--- config.mk ---
export PLATFORM = sky130hd
export DESIGN_NAME = dmds_top
export DESIGN_NICKNAME = d
export VERILOG_FILES = /design/src/verilog/dmds_pkg.sv /design/src/verilog/dmds_top.sv /design/src/verilog/dmds_fifo.sv /design/src/verilog/dmds_link.sv
export VERILOG_INCLUDE_DIRS = /design/src /design/src/verilog
export SDC_FILE = /design/constraint.sdc
export NUM_CORES = 1
export LEC_CHECK = 0
export ABC_AREA = 0
export BUFFER_PORTS_ARGS = -buffer_cell sky130_fd_sc_hd__buf_2
export CAP_MARGIN = 20
export CORE_MARGIN = 1.5
export CORE_UTILIZATION = 55
export CTS_BUF_LIST = sky130_fd_sc_hd__clkbuf_16
export CTS_CLUSTER_SIZE = 28
export DETAILED_ROUTE_END_ITERATION = 8
export GPL_ROUTABILITY_DRIVEN = 1
export PLACE_DENSITY = 0.88
export SKIP_CTS_REPAIR_TIMING = 1
export SYNTH_ARGS = -nofsm -noshare
export SYNTH_HDL_FRONTEND = slang
export SYNTH_HIERARCHICAL = 1
export SYNTH_SLANG_ARGS = --single-unit
--- constraint.sdc ---
create_clock -name mclk -period 8.05 [get_ports mclk]
set_input_delay 1.2075 -clock mclk [delete_from_list [all_inputs] [get_ports mclk]]
set_output_delay 1.2075 -clock mclk [all_outputs]
set_load 0.02 [all_outputs]
--- src/verilog/dmds_regs.svh ---
// Register offsets, field positions and constants of the converter port
`ifndef DMDS_REGS_SVH
`define DMDS_REGS_SVH

// Register byte offsets
`define DMDS_OFF_C0_AB 12'h180
`define DMDS_OFF_C0_CD 12'h184
`define DMDS_OFF_C0_ST 12'h188
`define DMDS_OFF_C0_MODE 12'h18C
`define DMDS_OFF_C1_AB 12'h1B0
`define DMDS_OFF_C1_CD 12'h1B4
`define DMDS_OFF_C1_ST 12'h1B8
`define DMDS_OFF_C1_MODE 12'h1BC

// Register index within one converter
`define DMDS_REL_AB 2'h0
`define DMDS_REL_CD 2'h1
`define DMDS_REL_ST 2'h2
`define DMDS_REL_MODE 2'h3

// Status register fields
`define DMDS_ST_REQ 31
`define DMDS_ST_FRESH 30
`define DMDS_ST_AUTO 28
`define DMDS_ST_FAULT_MASK 16'hF1FF

// Mode register fields
`define DMDS_MODE_OPSEL 0
`define DMDS_MODE_UPDSEL 1

// Reset values
`define DMDS_CODE_RST 16'h0000
`define DMDS_FAULT_RST 16'h0000
`define DMDS_MODE_RST 2'h0
`define DMDS_WORD_RST 32'h00000000

// Request queue geometry
`define DMDS_FIFO_W 21
`define DMDS_FIFO_D 16
`define DMDS_FIFO_AW 4

`endif

--- src/verilog/dmds_pkg.sv ---
// Types shared by the converter port modules
package dmds_pkg;

  typedef enum logic [1:0] {
    DMDS_KIND_DATA = 2'b00,
    DMDS_KIND_STAT = 2'b01,
    DMDS_KIND_UPD = 2'b10
  } dmds_kind_t;

  typedef enum logic [1:0] {
    DMDS_LINK_IDLE = 2'b00,
    DMDS_LINK_SEND = 2'b01,
    DMDS_LINK_WAIT = 2'b10
  } dmds_link_st_t;

endpackage : dmds_pkg

--- src/verilog/dmds_top.sv ---
// Register front end for two quad output converters on a serial link
`timescale 1ns/1ps
`include "dmds_regs.svh"

module dmds_top (
  // Clock and reset
  input wire logic mclk,
  input wire logic rst_n,
  // Register access
  input wire logic reg_wr,
  input wire logic reg_rd,
  input wire logic [11:0] reg_addr,
  input wire logic [3:0] reg_be,
  input wire logic [31:0] reg_wdata,
  output logic [31:0] reg_rdata_ff,
  output logic reg_rack_ff,
  // Serial link requests
  output logic link_valid_ff,
  output logic link_conv_ff,
  output dmds_pkg::dmds_kind_t link_kind_ff,
  output logic [1:0] link_chan_ff,
  output logic [15:0] link_code_ff,
  input wire logic link_ready,
  // Serial link completion
  input wire logic link_done,
  input wire logic [15:0] link_status,
  // Converter activity
  output logic [1:0] conv_busy_ff
);

  logic rst_meta_ff;
  logic rst_sync_ff;
  logic rst_int_n;

  logic [1:0] hit;
  logic [1:0] rel;
  logic [1:0][3:0] wsel;

  logic [3:0][15:0] code_ff [2];
  logic [1:0] mode_ff [2];
  logic [15:0] fault_ff [2];
  logic [1:0] fresh_ff;
  logic [1:0] auto_ff;
  logic [1:0][3:0] pend_ff;
  logic [1:0] stat_pend_ff;
  logic [1:0] upd_pend_ff;
  logic [4:0] outst_ff [2];
  logic prio_ff;

  logic [1:0] accept;
  logic [1:0][3:0] set_mask;
  logic [1:0][3:0] clr_mask;
  logic [1:0] stat_req;
  logic [1:0] fresh_clr;
  logic [1:0] req_valid;
  dmds_pkg::dmds_kind_t req_kind [2];
  logic [1:0] req_chan [2];
  logic [15:0] req_code [2];
  logic [1:0] grant;
  logic [1:0] done_c;
  logic [1:0] busy_c;

  logic fifo_in_ready;
  logic fifo_out_valid;
  logic fifo_pop;
  logic [`DMDS_FIFO_W-1:0] fifo_in_word;
  logic [`DMDS_FIFO_W-1:0] fifo_out_word;
  logic xfer_done;
  logic [31:0] nxt_rdata;

  // Address decode: converter hit and register index
  function automatic logic [2:0] dmds_decode(input logic [11:0] a);
    case (a)
      `DMDS_OFF_C0_AB: return {1'b1, `DMDS_REL_AB};
      `DMDS_OFF_C0_CD: return {1'b1, `DMDS_REL_CD};
      `DMDS_OFF_C0_ST: return {1'b1, `DMDS_REL_ST};
      `DMDS_OFF_C0_MODE: return {1'b1, `DMDS_REL_MODE};
      default: return 3'h0;
    endcase
  endfunction : dmds_decode

  // Lowest pending channel first
  function automatic logic [1:0] dmds_first(input logic [3:0] p);
    if (p[0]) begin
      return 2'h0;
    end else if (p[1]) begin
      return 2'h1;
    end else if (p[2]) begin
      return 2'h2;
    end
    return 2'h3;
  endfunction : dmds_first

  // Status word as software sees it; request bit always reads zero
  function automatic logic [31:0] dmds_status(input logic fresh,
                                              input logic autom,
                                              input logic [15:0] flt);
    logic [31:0] w;
    w = `DMDS_WORD_RST;
    w[`DMDS_ST_FRESH] = fresh;
    w[`DMDS_ST_AUTO] = autom;
    w[15:0] = flt & `DMDS_ST_FAULT_MASK;
    return w;
  endfunction : dmds_status

  // Reset release through two flip-flops
  always_ff @(posedge mclk or negedge rst_n) begin
    if (!rst_n) begin
      rst_meta_ff <= 1'b0;
      rst_sync_ff <= 1'b0;
    end else begin
      rst_meta_ff <= 1'b1;
      rst_sync_ff <= rst_meta_ff;
    end
  end
  assign rst_int_n = rst_sync_ff;

  // Per converter decode of the second block at its own base
  always_comb begin
    logic [2:0] d0;
    logic [2:0] d1;
    d0 = dmds_decode(reg_addr);
    d1 = dmds_decode(reg_addr - (`DMDS_OFF_C1_AB - `DMDS_OFF_C0_AB));
    hit = {d1[2], d0[2]};
    rel = d0[2] ? d0[1:0] : d1[1:0];
    for (int c = 0; c < 2; c++) begin
      for (int r = 0; r < 4; r++) begin
        wsel[c][r] = reg_wr & hit[c] & (rel == 2'(r));
      end
    end
  end

  // Write qualification, pending set and clear masks
  always_comb begin
    for (int c = 0; c < 2; c++) begin
      accept[c] = ~mode_ff[c][`DMDS_MODE_OPSEL];
      set_mask[c][0] = accept[c] & wsel[c][`DMDS_REL_AB] & (|reg_be[1:0]);
      set_mask[c][1] = accept[c] & wsel[c][`DMDS_REL_AB] & (|reg_be[3:2]);
      set_mask[c][2] = accept[c] & wsel[c][`DMDS_REL_CD] & (|reg_be[1:0]);
      set_mask[c][3] = accept[c] & wsel[c][`DMDS_REL_CD] & (|reg_be[3:2]);
      clr_mask[c] = 4'h0;
      if (grant[c] & (req_kind[c] == dmds_pkg::DMDS_KIND_DATA)) begin
        clr_mask[c][req_chan[c]] = 1'b1;
      end
      stat_req[c] = wsel[c][`DMDS_REL_ST] & reg_be[3]
                    & reg_wdata[`DMDS_ST_REQ];
      fresh_clr[c] = stat_req[c] | (wsel[c][`DMDS_REL_ST] & reg_be[3]
                    & reg_wdata[`DMDS_ST_FRESH]);
      done_c[c] = xfer_done & (link_conv_ff == 1'(c));
    end
  end

  // Channel codes, one half per 16-bit lane pair
  always_ff @(posedge mclk or negedge rst_int_n) begin
    if (!rst_int_n) begin
      for (int c = 0; c < 2; c++) begin
        for (int k = 0; k < 4; k++) begin
          code_ff[c][k] <= `DMDS_CODE_RST;
        end
      end
    end else begin
      for (int c = 0; c < 2; c++) begin
        for (int k = 0; k < 4; k++) begin
          if (set_mask[c][k]) begin
            code_ff[c][k] <= k[0] ? reg_wdata[31:16] : reg_wdata[15:0];
          end
        end
      end
    end
  end

  // Mode and automatic readback controls
  always_ff @(posedge mclk or negedge rst_int_n) begin
    if (!rst_int_n) begin
      for (int c = 0; c < 2; c++) begin
        mode_ff[c] <= `DMDS_MODE_RST;
        auto_ff[c] <= 1'b0;
      end
    end else begin
      for (int c = 0; c < 2; c++) begin
        if (wsel[c][`DMDS_REL_MODE] & reg_be[0]) begin
          mode_ff[c] <= reg_wdata[1:0];
        end
        if (wsel[c][`DMDS_REL_ST] & reg_be[3]) begin
          auto_ff[c] <= reg_wdata[`DMDS_ST_AUTO];
        end
      end
    end
  end

  // Pending data requests; a new write wins over the grant clear
  always_ff @(posedge mclk or negedge rst_int_n) begin
    if (!rst_int_n) begin
      pend_ff <= '0;
    end else begin
      for (int c = 0; c < 2; c++) begin
        pend_ff[c] <= (pend_ff[c] & ~clr_mask[c]) | set_mask[c];
      end
    end
  end

  // Pending readback and output update requests
  always_ff @(posedge mclk or negedge rst_int_n) begin
    if (!rst_int_n) begin
      stat_pend_ff <= 2'h0;
      upd_pend_ff <= 2'h0;
    end else begin
      for (int c = 0; c < 2; c++) begin
        if (stat_req[c] | (|clr_mask[c] & auto_ff[c])) begin
          stat_pend_ff[c] <= 1'b1;
        end else if (grant[c] & (req_kind[c] == dmds_pkg::DMDS_KIND_STAT)) begin
          stat_pend_ff[c] <= 1'b0;
        end
        if (|clr_mask[c] & ~mode_ff[c][`DMDS_MODE_UPDSEL]
            & ~mode_ff[c][`DMDS_MODE_OPSEL]) begin
          upd_pend_ff[c] <= 1'b1;
        end else if (grant[c] & (req_kind[c] == dmds_pkg::DMDS_KIND_UPD)) begin
          upd_pend_ff[c] <= 1'b0;
        end
      end
    end
  end

  // Readback fields and fresh flag; a readback wins over a clear
  always_ff @(posedge mclk or negedge rst_int_n) begin
    if (!rst_int_n) begin
      for (int c = 0; c < 2; c++) begin
        fault_ff[c] <= `DMDS_FAULT_RST;
      end
      fresh_ff <= 2'h0;
    end else begin
      for (int c = 0; c < 2; c++) begin
        if (done_c[c] & (link_kind_ff == dmds_pkg::DMDS_KIND_STAT)) begin
          fault_ff[c] <= link_status & `DMDS_ST_FAULT_MASK;
          fresh_ff[c] <= 1'b1;
        end else if (fresh_clr[c]) begin
          fresh_ff[c] <= 1'b0;
        end
      end
    end
  end

  // Next request of each converter: data, then readback, then update
  always_comb begin
    for (int c = 0; c < 2; c++) begin
      req_chan[c] = dmds_first(pend_ff[c]);
      req_code[c] = code_ff[c][req_chan[c]];
      req_valid[c] = (|pend_ff[c]) | stat_pend_ff[c] | upd_pend_ff[c];
      if (|pend_ff[c]) begin
        req_kind[c] = dmds_pkg::DMDS_KIND_DATA;
      end else if (stat_pend_ff[c]) begin
        req_kind[c] = dmds_pkg::DMDS_KIND_STAT;
      end else begin
        req_kind[c] = dmds_pkg::DMDS_KIND_UPD;
      end
    end
  end

  // Alternating arbitration; a full queue stalls both converters
  assign grant[0] = fifo_in_ready & req_valid[0] & (~req_valid[1] | ~prio_ff);
  assign grant[1] = fifo_in_ready & req_valid[1] & (~req_valid[0] | prio_ff);
  assign fifo_in_word = grant[1]
    ? {1'b1, req_kind[1], req_chan[1], req_code[1]}
    : {1'b0, req_kind[0], req_chan[0], req_code[0]};

  // Priority goes to the other converter after each grant
  always_ff @(posedge mclk or negedge rst_int_n) begin
    if (!rst_int_n) begin
      prio_ff <= 1'b0;
    end else if (|grant) begin
      prio_ff <= grant[0];
    end
  end

  // Outstanding transfers per converter, queued or on the link
  always_ff @(posedge mclk or negedge rst_int_n) begin
    if (!rst_int_n) begin
      for (int c = 0; c < 2; c++) begin
        outst_ff[c] <= 5'h00;
      end
    end else begin
      for (int c = 0; c < 2; c++) begin
        if (grant[c] & ~done_c[c]) begin
          outst_ff[c] <= outst_ff[c] + 5'h01;
        end else if (done_c[c] & ~grant[c]) begin
          outst_ff[c] <= outst_ff[c] - 5'h01;
        end
      end
    end
  end

  // Busy while anything is pending or in progress
  always_comb begin
    for (int c = 0; c < 2; c++) begin
      busy_c[c] = req_valid[c] | (outst_ff[c] != 5'h00);
    end
  end

  // Registered busy flags
  always_ff @(posedge mclk or negedge rst_int_n) begin
    if (!rst_int_n) begin
      conv_busy_ff <= 2'h0;
    end else begin
      conv_busy_ff <= busy_c;
    end
  end

  // Read data selection; unmapped reads give zero
  always_comb begin
    nxt_rdata = `DMDS_WORD_RST;
    for (int c = 0; c < 2; c++) begin
      if (hit[c]) begin
        case (rel)
          `DMDS_REL_AB: nxt_rdata = {code_ff[c][1], code_ff[c][0]};
          `DMDS_REL_CD: nxt_rdata = {code_ff[c][3], code_ff[c][2]};
          `DMDS_REL_ST: nxt_rdata = dmds_status(fresh_ff[c], auto_ff[c],
                                                fault_ff[c]);
          `DMDS_REL_MODE: nxt_rdata = {30'h00000000, mode_ff[c]};
          default: nxt_rdata = `DMDS_WORD_RST;
        endcase
      end
    end
  end

  // Read answer one cycle after the strobe
  always_ff @(posedge mclk or negedge rst_int_n) begin
    if (!rst_int_n) begin
      reg_rdata_ff <= `DMDS_WORD_RST;
      reg_rack_ff <= 1'b0;
    end else begin
      reg_rack_ff <= reg_rd;
      if (reg_rd) begin
        reg_rdata_ff <= nxt_rdata;
      end
    end
  end

  // Request queue
  dmds_fifo #(
    .WIDTH(`DMDS_FIFO_W),
    .DEPTH(`DMDS_FIFO_D),
    .AW(`DMDS_FIFO_AW)
  ) u_fifo (
    .mclk(mclk),
    .rst_n(rst_int_n),
    .in_valid(|grant),
    .in_ready(fifo_in_ready),
    .in_data(fifo_in_word),
    .out_valid(fifo_out_valid),
    .out_ready(fifo_pop),
    .out_data(fifo_out_word)
  );

  // Link engine
  dmds_link u_link (
    .mclk(mclk),
    .rst_n(rst_int_n),
    .q_valid(fifo_out_valid),
    .q_word(fifo_out_word),
    .q_pop(fifo_pop),
    .xfer_done(xfer_done),
    .link_valid_ff(link_valid_ff),
    .link_conv_ff(link_conv_ff),
    .link_kind_ff(link_kind_ff),
    .link_chan_ff(link_chan_ff),
    .link_code_ff(link_code_ff),
    .link_ready(link_ready),
    .link_done(link_done)
  );

endmodule : dmds_top

--- src/verilog/dmds_fifo.sv ---
// Request queue with valid and ready on both sides
`timescale 1ns/1ps
`include "dmds_regs.svh"

module dmds_fifo #(
  parameter int WIDTH = `DMDS_FIFO_W,
  parameter int DEPTH = `DMDS_FIFO_D,
  parameter int AW = `DMDS_FIFO_AW
) (
  // Clock and reset
  input wire logic mclk,
  input wire logic rst_n,
  // Filling side
  input wire logic in_valid,
  output logic in_ready,
  input wire logic [WIDTH-1:0] in_data,
  // Draining side
  output logic out_valid,
  input wire logic out_ready,
  output logic [WIDTH-1:0] out_data
);

  logic [WIDTH-1:0] mem [DEPTH];
  logic [AW-1:0] wr_ptr_ff;
  logic [AW-1:0] rd_ptr_ff;
  logic [AW:0] count_ff;
  logic push;
  logic pop;

  // Pointer advance with wrap at depth
  function automatic logic [AW-1:0] dmds_ptr_inc(input logic [AW-1:0] p);
    if (p == AW'(DEPTH - 1)) begin
      return '0;
    end
    return p + AW'(1);
  endfunction : dmds_ptr_inc

  // Honest flags from the fill count
  assign in_ready = (count_ff != (AW + 1)'(DEPTH));
  assign out_valid = (count_ff != '0);
  assign out_data = mem[rd_ptr_ff];
  assign push = in_valid & in_ready;
  assign pop = out_valid & out_ready;

  // Storage
  always_ff @(posedge mclk) begin
    if (push) begin
      mem[wr_ptr_ff] <= in_data;
    end
  end

  // Pointers and count
  always_ff @(posedge mclk or negedge rst_n) begin
    if (!rst_n) begin
      wr_ptr_ff <= '0;
      rd_ptr_ff <= '0;
      count_ff <= '0;
    end else begin
      if (push) begin
        wr_ptr_ff <= dmds_ptr_inc(wr_ptr_ff);
      end
      if (pop) begin
        rd_ptr_ff <= dmds_ptr_inc(rd_ptr_ff);
      end
      if (push & ~pop) begin
        count_ff <= count_ff + (AW + 1)'(1);
      end else if (pop & ~push) begin
        count_ff <= count_ff - (AW + 1)'(1);
      end
    end
  end

endmodule : dmds_fifo

--- src/verilog/dmds_link.sv ---
// Serial link engine: one transfer at a time toward the converters
`timescale 1ns/1ps
`include "dmds_regs.svh"

module dmds_link (
  // Clock and reset
  input wire logic mclk,
  input wire logic rst_n,
  // Queue side
  input wire logic q_valid,
  input wire logic [`DMDS_FIFO_W-1:0] q_word,
  output logic q_pop,
  // Completion toward the register file
  output logic xfer_done,
  // Link side
  output logic link_valid_ff,
  output logic link_conv_ff,
  output dmds_pkg::dmds_kind_t link_kind_ff,
  output logic [1:0] link_chan_ff,
  output logic [15:0] link_code_ff,
  input wire logic link_ready,
  input wire logic link_done
);

  dmds_pkg::dmds_link_st_t state_ff;
  dmds_pkg::dmds_link_st_t nxt_state;

  // Take a new request only when the link is free
  assign q_pop = (state_ff == dmds_pkg::DMDS_LINK_IDLE) & q_valid;
  assign xfer_done = (state_ff == dmds_pkg::DMDS_LINK_WAIT) & link_done;

  // Next state
  always_comb begin
    nxt_state = state_ff;
    case (state_ff)
      dmds_pkg::DMDS_LINK_IDLE: begin
        if (q_valid) begin
          nxt_state = dmds_pkg::DMDS_LINK_SEND;
        end
      end
      dmds_pkg::DMDS_LINK_SEND: begin
        if (link_ready) begin
          nxt_state = dmds_pkg::DMDS_LINK_WAIT;
        end
      end
      dmds_pkg::DMDS_LINK_WAIT: begin
        if (link_done) begin
          nxt_state = dmds_pkg::DMDS_LINK_IDLE;
        end
      end
      default: begin
        nxt_state = dmds_pkg::DMDS_LINK_IDLE;
      end
    endcase
  end

  // State register
  always_ff @(posedge mclk or negedge rst_n) begin
    if (!rst_n) begin
      state_ff <= dmds_pkg::DMDS_LINK_IDLE;
    end else begin
      state_ff <= nxt_state;
    end
  end

  // Request strobe held until the link takes it
  always_ff @(posedge mclk or negedge rst_n) begin
    if (!rst_n) begin
      link_valid_ff <= 1'b0;
    end else if (q_pop) begin
      link_valid_ff <= 1'b1;
    end else if (link_ready) begin
      link_valid_ff <= 1'b0;
    end
  end

  // Request fields captured from the queue head
  always_ff @(posedge mclk or negedge rst_n) begin
    if (!rst_n) begin
      link_conv_ff <= 1'b0;
      link_kind_ff <= dmds_pkg::DMDS_KIND_DATA;
      link_chan_ff <= 2'h0;
      link_code_ff <= `DMDS_CODE_RST;
    end else if (q_pop) begin
      link_conv_ff <= q_word[20];
      link_kind_ff <= dmds_pkg::dmds_kind_t'(q_word[19:18]);
      link_chan_ff <= q_word[17:16];
      link_code_ff <= q_word[15:0];
    end
  end

endmodule : dmds_link

==> results of run 1 <==
worst max-delay path, cell delays in order (launching register included):
cell      delay [ns]
dfrtp_1         0.36
buf_4           0.26
or4_1           0.58
nor3_1          0.46
o211ai_1        0.17
buf_4           0.31
inv_1           0.48
ha_1            0.28
inv_1           0.11
fa_1            0.42
a21o_1          0.18
a21oi_1         0.16
xnor2_1         0.14
nor2_1          0.07
xor2_1          0.15
worst max path at each step:
stage	to	slack [ns]	from
floorplan	auto_ff[0]	0.30	rst_int_n
global placement	code_ff[54]	3.69	reg_addr[1]
detailed placement	code_ff[54]	3.67	reg_addr[1]
CTS	outst_ff[4]	3.76	pend_ff[4]
global route	outst_ff[4]	3.43	pend_ff[1]
finish	outst_ff[4]	3.77	pend_ff[1]
stage by stage:
| step | power (mW) | instance area [um^2] |
|---|---|---|
| 2_1_floorplan | 5.30 | 26100 |
| 3_3_place_gp | 5.71 | 27200 |
| 3_5_place_dp | 5.85 | 27200 |
| 4_1_cts | 8.62 | 29200 |
| 5_1_grt | 8.94 | 29300 |
| 6_report | 8.60 | 29300 |
report_power, final:
part / leakage, nW / internal (mW) / switching, mW / total [mW]
Clock: 1.01 / 1.61 / 1.15 / 2.77
Sequential: 6.56 / 3.53 / 0.201 / 3.73
Combinational: 4.25 / 0.886 / 1.22 / 2.11
registers in the layout, summed over array words and instances (netlist names), 4 cells and up:
name                 count
code_ff                128
fault_ff                26
mode_ff                  4
outst_ff                10
pend_ff                  8
reg_rdata_ff            32
u_fifo/count_ff          5
u_fifo/mem             336
u_fifo/rd_ptr_ff         4
u_fifo/wr_ptr_ff         4
u_link/link_code_ff     16
cell families after synthesis:
family	after synthesis	share of synthesized area
buf+inv	130	0.0265
simple gates	294	0.0548
xor+xnor	17	0.00571
mux	347	0.168
compound gates	373	0.0983
fa+ha+maj	20	0.0105
other cells	1	0.000144
flops	595	0.636
cells in the final DEF (no fill, tap or decap), types with 19 or more instances in the layout:
| master | count |
|---|---|
| a21oi_1 | 62 |
| a221o_1 | 19 |
| a221oi_1 | 32 |
| a22oi_1 | 22 |
| a31oi_1 | 27 |
| buf_2 | 123 |
| buf_4 | 46 |
| clkbuf_16 | 62 |
| dfrtp_1 | 256 |
| edfxtp_1 | 336 |
| inv_1 | 26 |
| mux2_1 | 34 |
| mux2_2 | 116 |
| mux2_4 | 36 |
| mux2i_1 | 119 |
| mux4_2 | 37 |
| nand2_1 | 146 |
| nor2_1 | 58 |
| o21ai_0 | 101 |
layer usage:
layer  global-route usage  part of all wire  wire [um]  vias up
met2                0.460              0.50      33100     1105
met4                0.148             0.049       3240        8
li1                     -                 -          -     7049
met5                    0           0.00081         54        -
met3               0.0548             0.094       6240      262
met1                0.340              0.36      23900     8406
layout make-up:
cell class	instances	area [um^2]	area share
Antenna cell	5	12.5	0.000427
Clock buffer	62	1550	0.0530
Inverter	16	60.1	0.00205
Multi-Input combinational cell	1052	8870	0.303
Sequential cell	595	16600	0.566
Tap cell	607	759	0.0259
Timing Repair Buffer	174	1070	0.0364
Clock inverter	46	398	0.0136
==> flow_metrics.env, run 1 <==
export IMPL_finalClockSkew_ns=0.0348
export IMPL_io_buffers=123
export IMPL_min_path_cells=0
export IMPL_num_rows=79
export IMPL_setup_violations=0
export IMPL_cts_buffers=59
export IMPL_synthArstFlopShare=0.435
export IMPL_min_from="rst_meta_ff"
export IMPL_cp_required_ns=8.54
export IMPL_routedWlPerCell_um=26.0
export IMPL_setup_tns_ns=0
export IMPL_route_detailed_drc=16
export IMPL_dpl_worst_slack_ns=3.67
export IMPL_netlist_area_um2=26100
export IMPL_clockRootBuffer="clkbuf_16"
export IMPL_yosys_most_used_dff="edfxtp_1"
export IMPL_gp_congestion=0.887
export IMPL_cp_max_fo=39
export IMPL_timing_hold_ws_ns=0.352
export IMPL_r2r_start="pend_ff[1]"
export IMPL_rsz0062_at_grt="no"
export IMPL_critPathKind="reg2reg"
export IMPL_power_density_nw_per_um2=294
export IMPL_relSlewSlack=0.250
export IMPL_overflow=0
export IMPL_yosys_area_top_type="edfxtp_1"
export IMPL_htreeDepth=2
export IMPL_cp_arrival_ns=4.77
export IMPL_r2r_end="outst_ff[4]"
export IMPL_worstSetupStartpointType="register"
export IMPL_fill_cells=3216
export IMPL_fmax_ghz=0.233
export IMPL_grt_pass1_vias=17223
export IMPL_post_route_period_util=0.532
export IMPL_utilization=0.628
export IMPL_first_pass_iters=8
export IMPL_clk_path_buf_depth=3
export IMPL_holdPathEnd="rst_int_n"
export IMPL_start_util=0.559
export IMPL_dieArea_um2=48700
export IMPL_drt_iter0_markers=1788
export IMPL_regToRegSetupSlack_ns=3.77
export IMPL_cts_num_sinks=595
export IMPL_antenna_found_initial=9
export IMPL_period_minus_slack_ns=4.28
export IMPL_ys_seq_area_frac=0.636
export IMPL_clk_latency_ns=0.62
export IMPL_drt_total_wl_um=66500
export IMPL_track_usage=0.276
export IMPL_grt_pass1_wl_um=101000
export IMPL_grt_max_degree=86
export IMPL_hp_class="reg2reg"
export IMPL_coreArea_um2=46700
export IMPL_syn2layout_area_growth_pct=12.4
export IMPL_ios=127
export IMPL_postSynthCellCount=1777
export IMPL_leakagePower_nw=11.8
export IMPL_fin_cells=2557
export IMPL_synth_commonest_cells="edfxtp_1, dfrtp_1, nand2_1, mux2i_1, mux2_2"
export IMPL_syn_area_per_cell_um2=14.7
export IMPL_ff2ff_path_depth=14
export IMPL_ys_top_cells_by_area="edfxtp_1, dfrtp_1, mux2_2"
export IMPL_finalMaxSlewViolations=0
export IMPL_cts_tree="yes"
export IMPL_worst_slew_pin_slew_ns=1.12
export IMPL_drive_gt1_frac=0.260
export IMPL_synth_nets=1867
export IMPL_synth_top_area_share=0.387
export IMPL_peakVddDrop_mv=0.195
export IMPL_ant_nets=0
export IMPL_synth_edf_count=336
export IMPL_ys_ff_latch=595
export IMPL_worst_slack_ns=3.77
export IMPL_ys_types=72
export IMPL_routed_via_density=6.58
export IMPL_via_count=16830
export IMPL_fin_nets=1988
export IMPL_maxCapViolations=0
export IMPL_placed_cells=2439
export IMPL_worstSetupEndpointType="register"
export IMPL_violations="design-rule violations"
export IMPL_outcome="finished with violations"
export IMPL_synth_most_common_cell="edfxtp_1"
export IMPL_clkTransAtPathRegs_ns=0.06
export IMPL_yosys_warnings=6
export IMPL_die_h_um=221
export IMPL_hpwl_um=39300
export IMPL_die_w_um=221
export IMPL_hold_violations=0
Power figures use the tool's default switching activity.
==> run 2: changes to the inputs <==
--- a/config.mk
+++ b/config.mk
@@ -15,7 +15,7 @@
 export CTS_CLUSTER_SIZE = 28
 export DETAILED_ROUTE_END_ITERATION = 8
 export GPL_ROUTABILITY_DRIVEN = 1
-export PLACE_DENSITY = 0.88
+export PLACE_DENSITY = 0.85
 export SKIP_CTS_REPAIR_TIMING = 1
 export SYNTH_ARGS = -nofsm -noshare
 export SYNTH_HDL_FRONTEND = slang
==> constraint.sdc (replaced) <==
create_clock -name mclk -period 4.3 [get_ports mclk]
set_input_delay 0.645 -clock mclk [delete_from_list [all_inputs] [get_ports mclk]]
set_output_delay 0.645 -clock mclk [all_outputs]
set_load 0.02 [all_outputs]
==> run 2 against run 1 <==
The run still ends with design-rule violations left; non-clock buffer count up 9; hold slack got worse by 0.11 ns; largest power group unchanged; sequential share of layout area shrank 0.23 points; total power increased by 86%.
==> flow_metrics.env, run 2 (synthesis results as in run 1) <==
export IMPL_cp_arrival_ns=4.03
export IMPL_largest_reg_flops=336
export IMPL_worstSetupStartpointType="register"
export IMPL_num_rows=79
export IMPL_worst_path_buf_inv=3
export IMPL_grt_max_degree=90
export IMPL_largest_registers="u_fifo/mem: 336 flops, code_ff: 128 flops, reg_rdata_ff: 32 flops"
export IMPL_final_cell_mix="edfxtp_1, dfrtp_1, nand2_1, buf_2, mux2i_1"
export IMPL_outcome="finished with violations"
export IMPL_drive_gt1_frac=0.263
export IMPL_start_util=0.559
export IMPL_clk_latency_ns=0.63
export IMPL_track_usage=0.277
export IMPL_setup_tns_ns=0
export IMPL_coreArea_um2=46700
export IMPL_drt_iter0_markers=1759
export IMPL_regToRegSetupSlack_ns=0.77
export IMPL_power_density_nw_per_um2=544
export IMPL_r2r_end="outst_ff[4]"
export IMPL_gp_congestion=0.863
export IMPL_final_common_cell="edfxtp_1"
export IMPL_grt_pass1_vias=17440
export IMPL_htreeDepth=2
export IMPL_hp_class="in2reg"
export IMPL_setup_violations=0
export IMPL_die_w_um=221
export IMPL_post_route_period_util=0.822
export IMPL_route_detailed_drc=12
export IMPL_worst_slew_pin_slew_ns=1.14
export IMPL_min_from="link_ready"
export IMPL_holdPathEnd="u_link/state_ff[0]"
export IMPL_clkTransAtPathRegs_ns=0.06
export IMPL_slowest_delay_ns=0.61
export IMPL_placed_cells=2451
export IMPL_via_count=16707
export IMPL_critPathKind="reg2reg"
export IMPL_antenna_found_initial=10
export IMPL_fmax_ghz=0.283
export IMPL_cp_required_ns=4.79
export IMPL_leakagePower_nw=11.8
export IMPL_dieArea_um2=48700
export IMPL_maxCapViolations=0
export IMPL_clk_path_buf_depth=3
export IMPL_hpwl_um=39900
export IMPL_io_buffers=123
export IMPL_fin_cells=2571
export IMPL_violations="design-rule violations"
export IMPL_cp_max_fo=18
export IMPL_cts_buffers=60
export IMPL_finalClockSkew_ns=0.0226
export IMPL_period_minus_slack_ns=3.53
export IMPL_largest_register="u_fifo/mem"
export IMPL_fin_nets=1998
export IMPL_r2r_start="pend_ff[3]"
export IMPL_rsz0062_at_grt="no"
export IMPL_min_path_cells=2
export IMPL_finalInstanceArea_um2=29400
export IMPL_finalMaxSlewViolations=0
export IMPL_worstSetupEndpointType="register"
export IMPL_overflow=0
export IMPL_cts_num_sinks=595
export IMPL_cpMaxStageDelayCell="or4_1"
export IMPL_cp_common_cell="inv_1"
export IMPL_ff2ff_path_depth=13
export IMPL_grt_pass1_wl_um=101000
export IMPL_routed_via_density=6.50
export IMPL_clockRootBuffer="clkbuf_16"
export IMPL_critPathTopFamily="simple AND/OR/NAND/NOR gates"
export IMPL_drt_total_wl_um=65800
export IMPL_cts_tree="yes"
export IMPL_die_h_um=221
export IMPL_first_pass_iters=8
export IMPL_routedWlPerCell_um=25.6
export IMPL_ant_nets=0
export IMPL_hold_violations=0
export IMPL_postPlaceCellArea_um2=27500
export IMPL_relSlewSlack=0.238
export IMPL_ios=127
export IMPL_crit_chain="or4_1, nor3_1, buf_4, o211ai_1, inv_1, ha_1, inv_1, fa_1, a21o_1, a21oi_1, xnor2_1, nor2_1, xor2_1"
export IMPL_peakVddDrop_mv=0.444
export IMPL_syn2layout_area_growth_pct=12.9
-- run 2: cell count changes in the layout (fill, tap and decap cells not counted), sizes merged --
cell,delta
dlygate4sd3,+1
inv,-3
bufinv,-3
clkinvlp,+4
clkinv,+7
buf,+8
-- run 2: report_power, final --
part / internal, mW / leakage (nW) / switching (mW)
registers: 6.60 / 6.56 / 0.393
clock network: 2.84 / 0.972 / 2.20
logic: 1.69 / 4.32 / 2.27
-- run 2: layer usage --
layer | vias to the layer above | part of all wire | global-route usage
met1 | 8388 | 0.37 | 0.353
met5 | - | 0.00062 | 0
met3 | 243 | 0.091 | 0.0480
li1 | 7078 | - | -
met2 | 992 | 0.49 | 0.459
met4 | 6 | 0.048 | 0.142
-- run 2: final cells by class --
cell class | instances | area, um^2
Clock buffer | 62 | 1550
Tap cell | 607 | 759
Clock inverter | 51 | 358
Antenna cell | 5 | 12.5
Multi-Input combinational cell | 1052 | 8900
Fill cell | 3243 | 17200
Timing Repair Buffer | 183 | 1190
Sequential cell | 595 | 16600
Inverter | 16 | 60.1
-- run 2: metrics by stage --
stage	util	setup WS [ns]	power (mW)	hold slack, ns
3_5_place_dp	0.589	0.821	11.0	0.358
3_3_place_gp	0.589	0.946	10.8	0.340
6_report	0.630	0.765	16.0	0.241
5_1_grt	0.630	0.566	16.7	0.239
2_1_floorplan	-	0.0515	9.93	0.331
4_1_cts	0.630	0.780	16.0	-0.216
-- run 2: worst reg2reg max path: stages (launching register included) --
cell	delay, ns
dfrtp_1	0.40
or4_1	0.61
nor3_1	0.17
buf_4	0.16
o211ai_1	0.12
inv_1	0.40
ha_1	0.29
inv_1	0.12
fa_1	0.42
a21o_1	0.18
a21oi_1	0.18
xnor2_1	0.15
nor2_1	0.07
xor2_1	0.15
-- run 2: worst max path at each step --
stage | startpoint | endpoint | cells after the start
2_1_floorplan | rst_int_n | auto_ff[0] | 0
6_report | pend_ff[3] | outst_ff[4] | 13
3_3_place_gp | pend_ff[3] | outst_ff[4] | 13
5_1_grt | pend_ff[3] | outst_ff[4] | 13
4_1_cts | pend_ff[3] | outst_ff[4] | 13
3_5_place_dp | pend_ff[3] | outst_ff[4] | 13
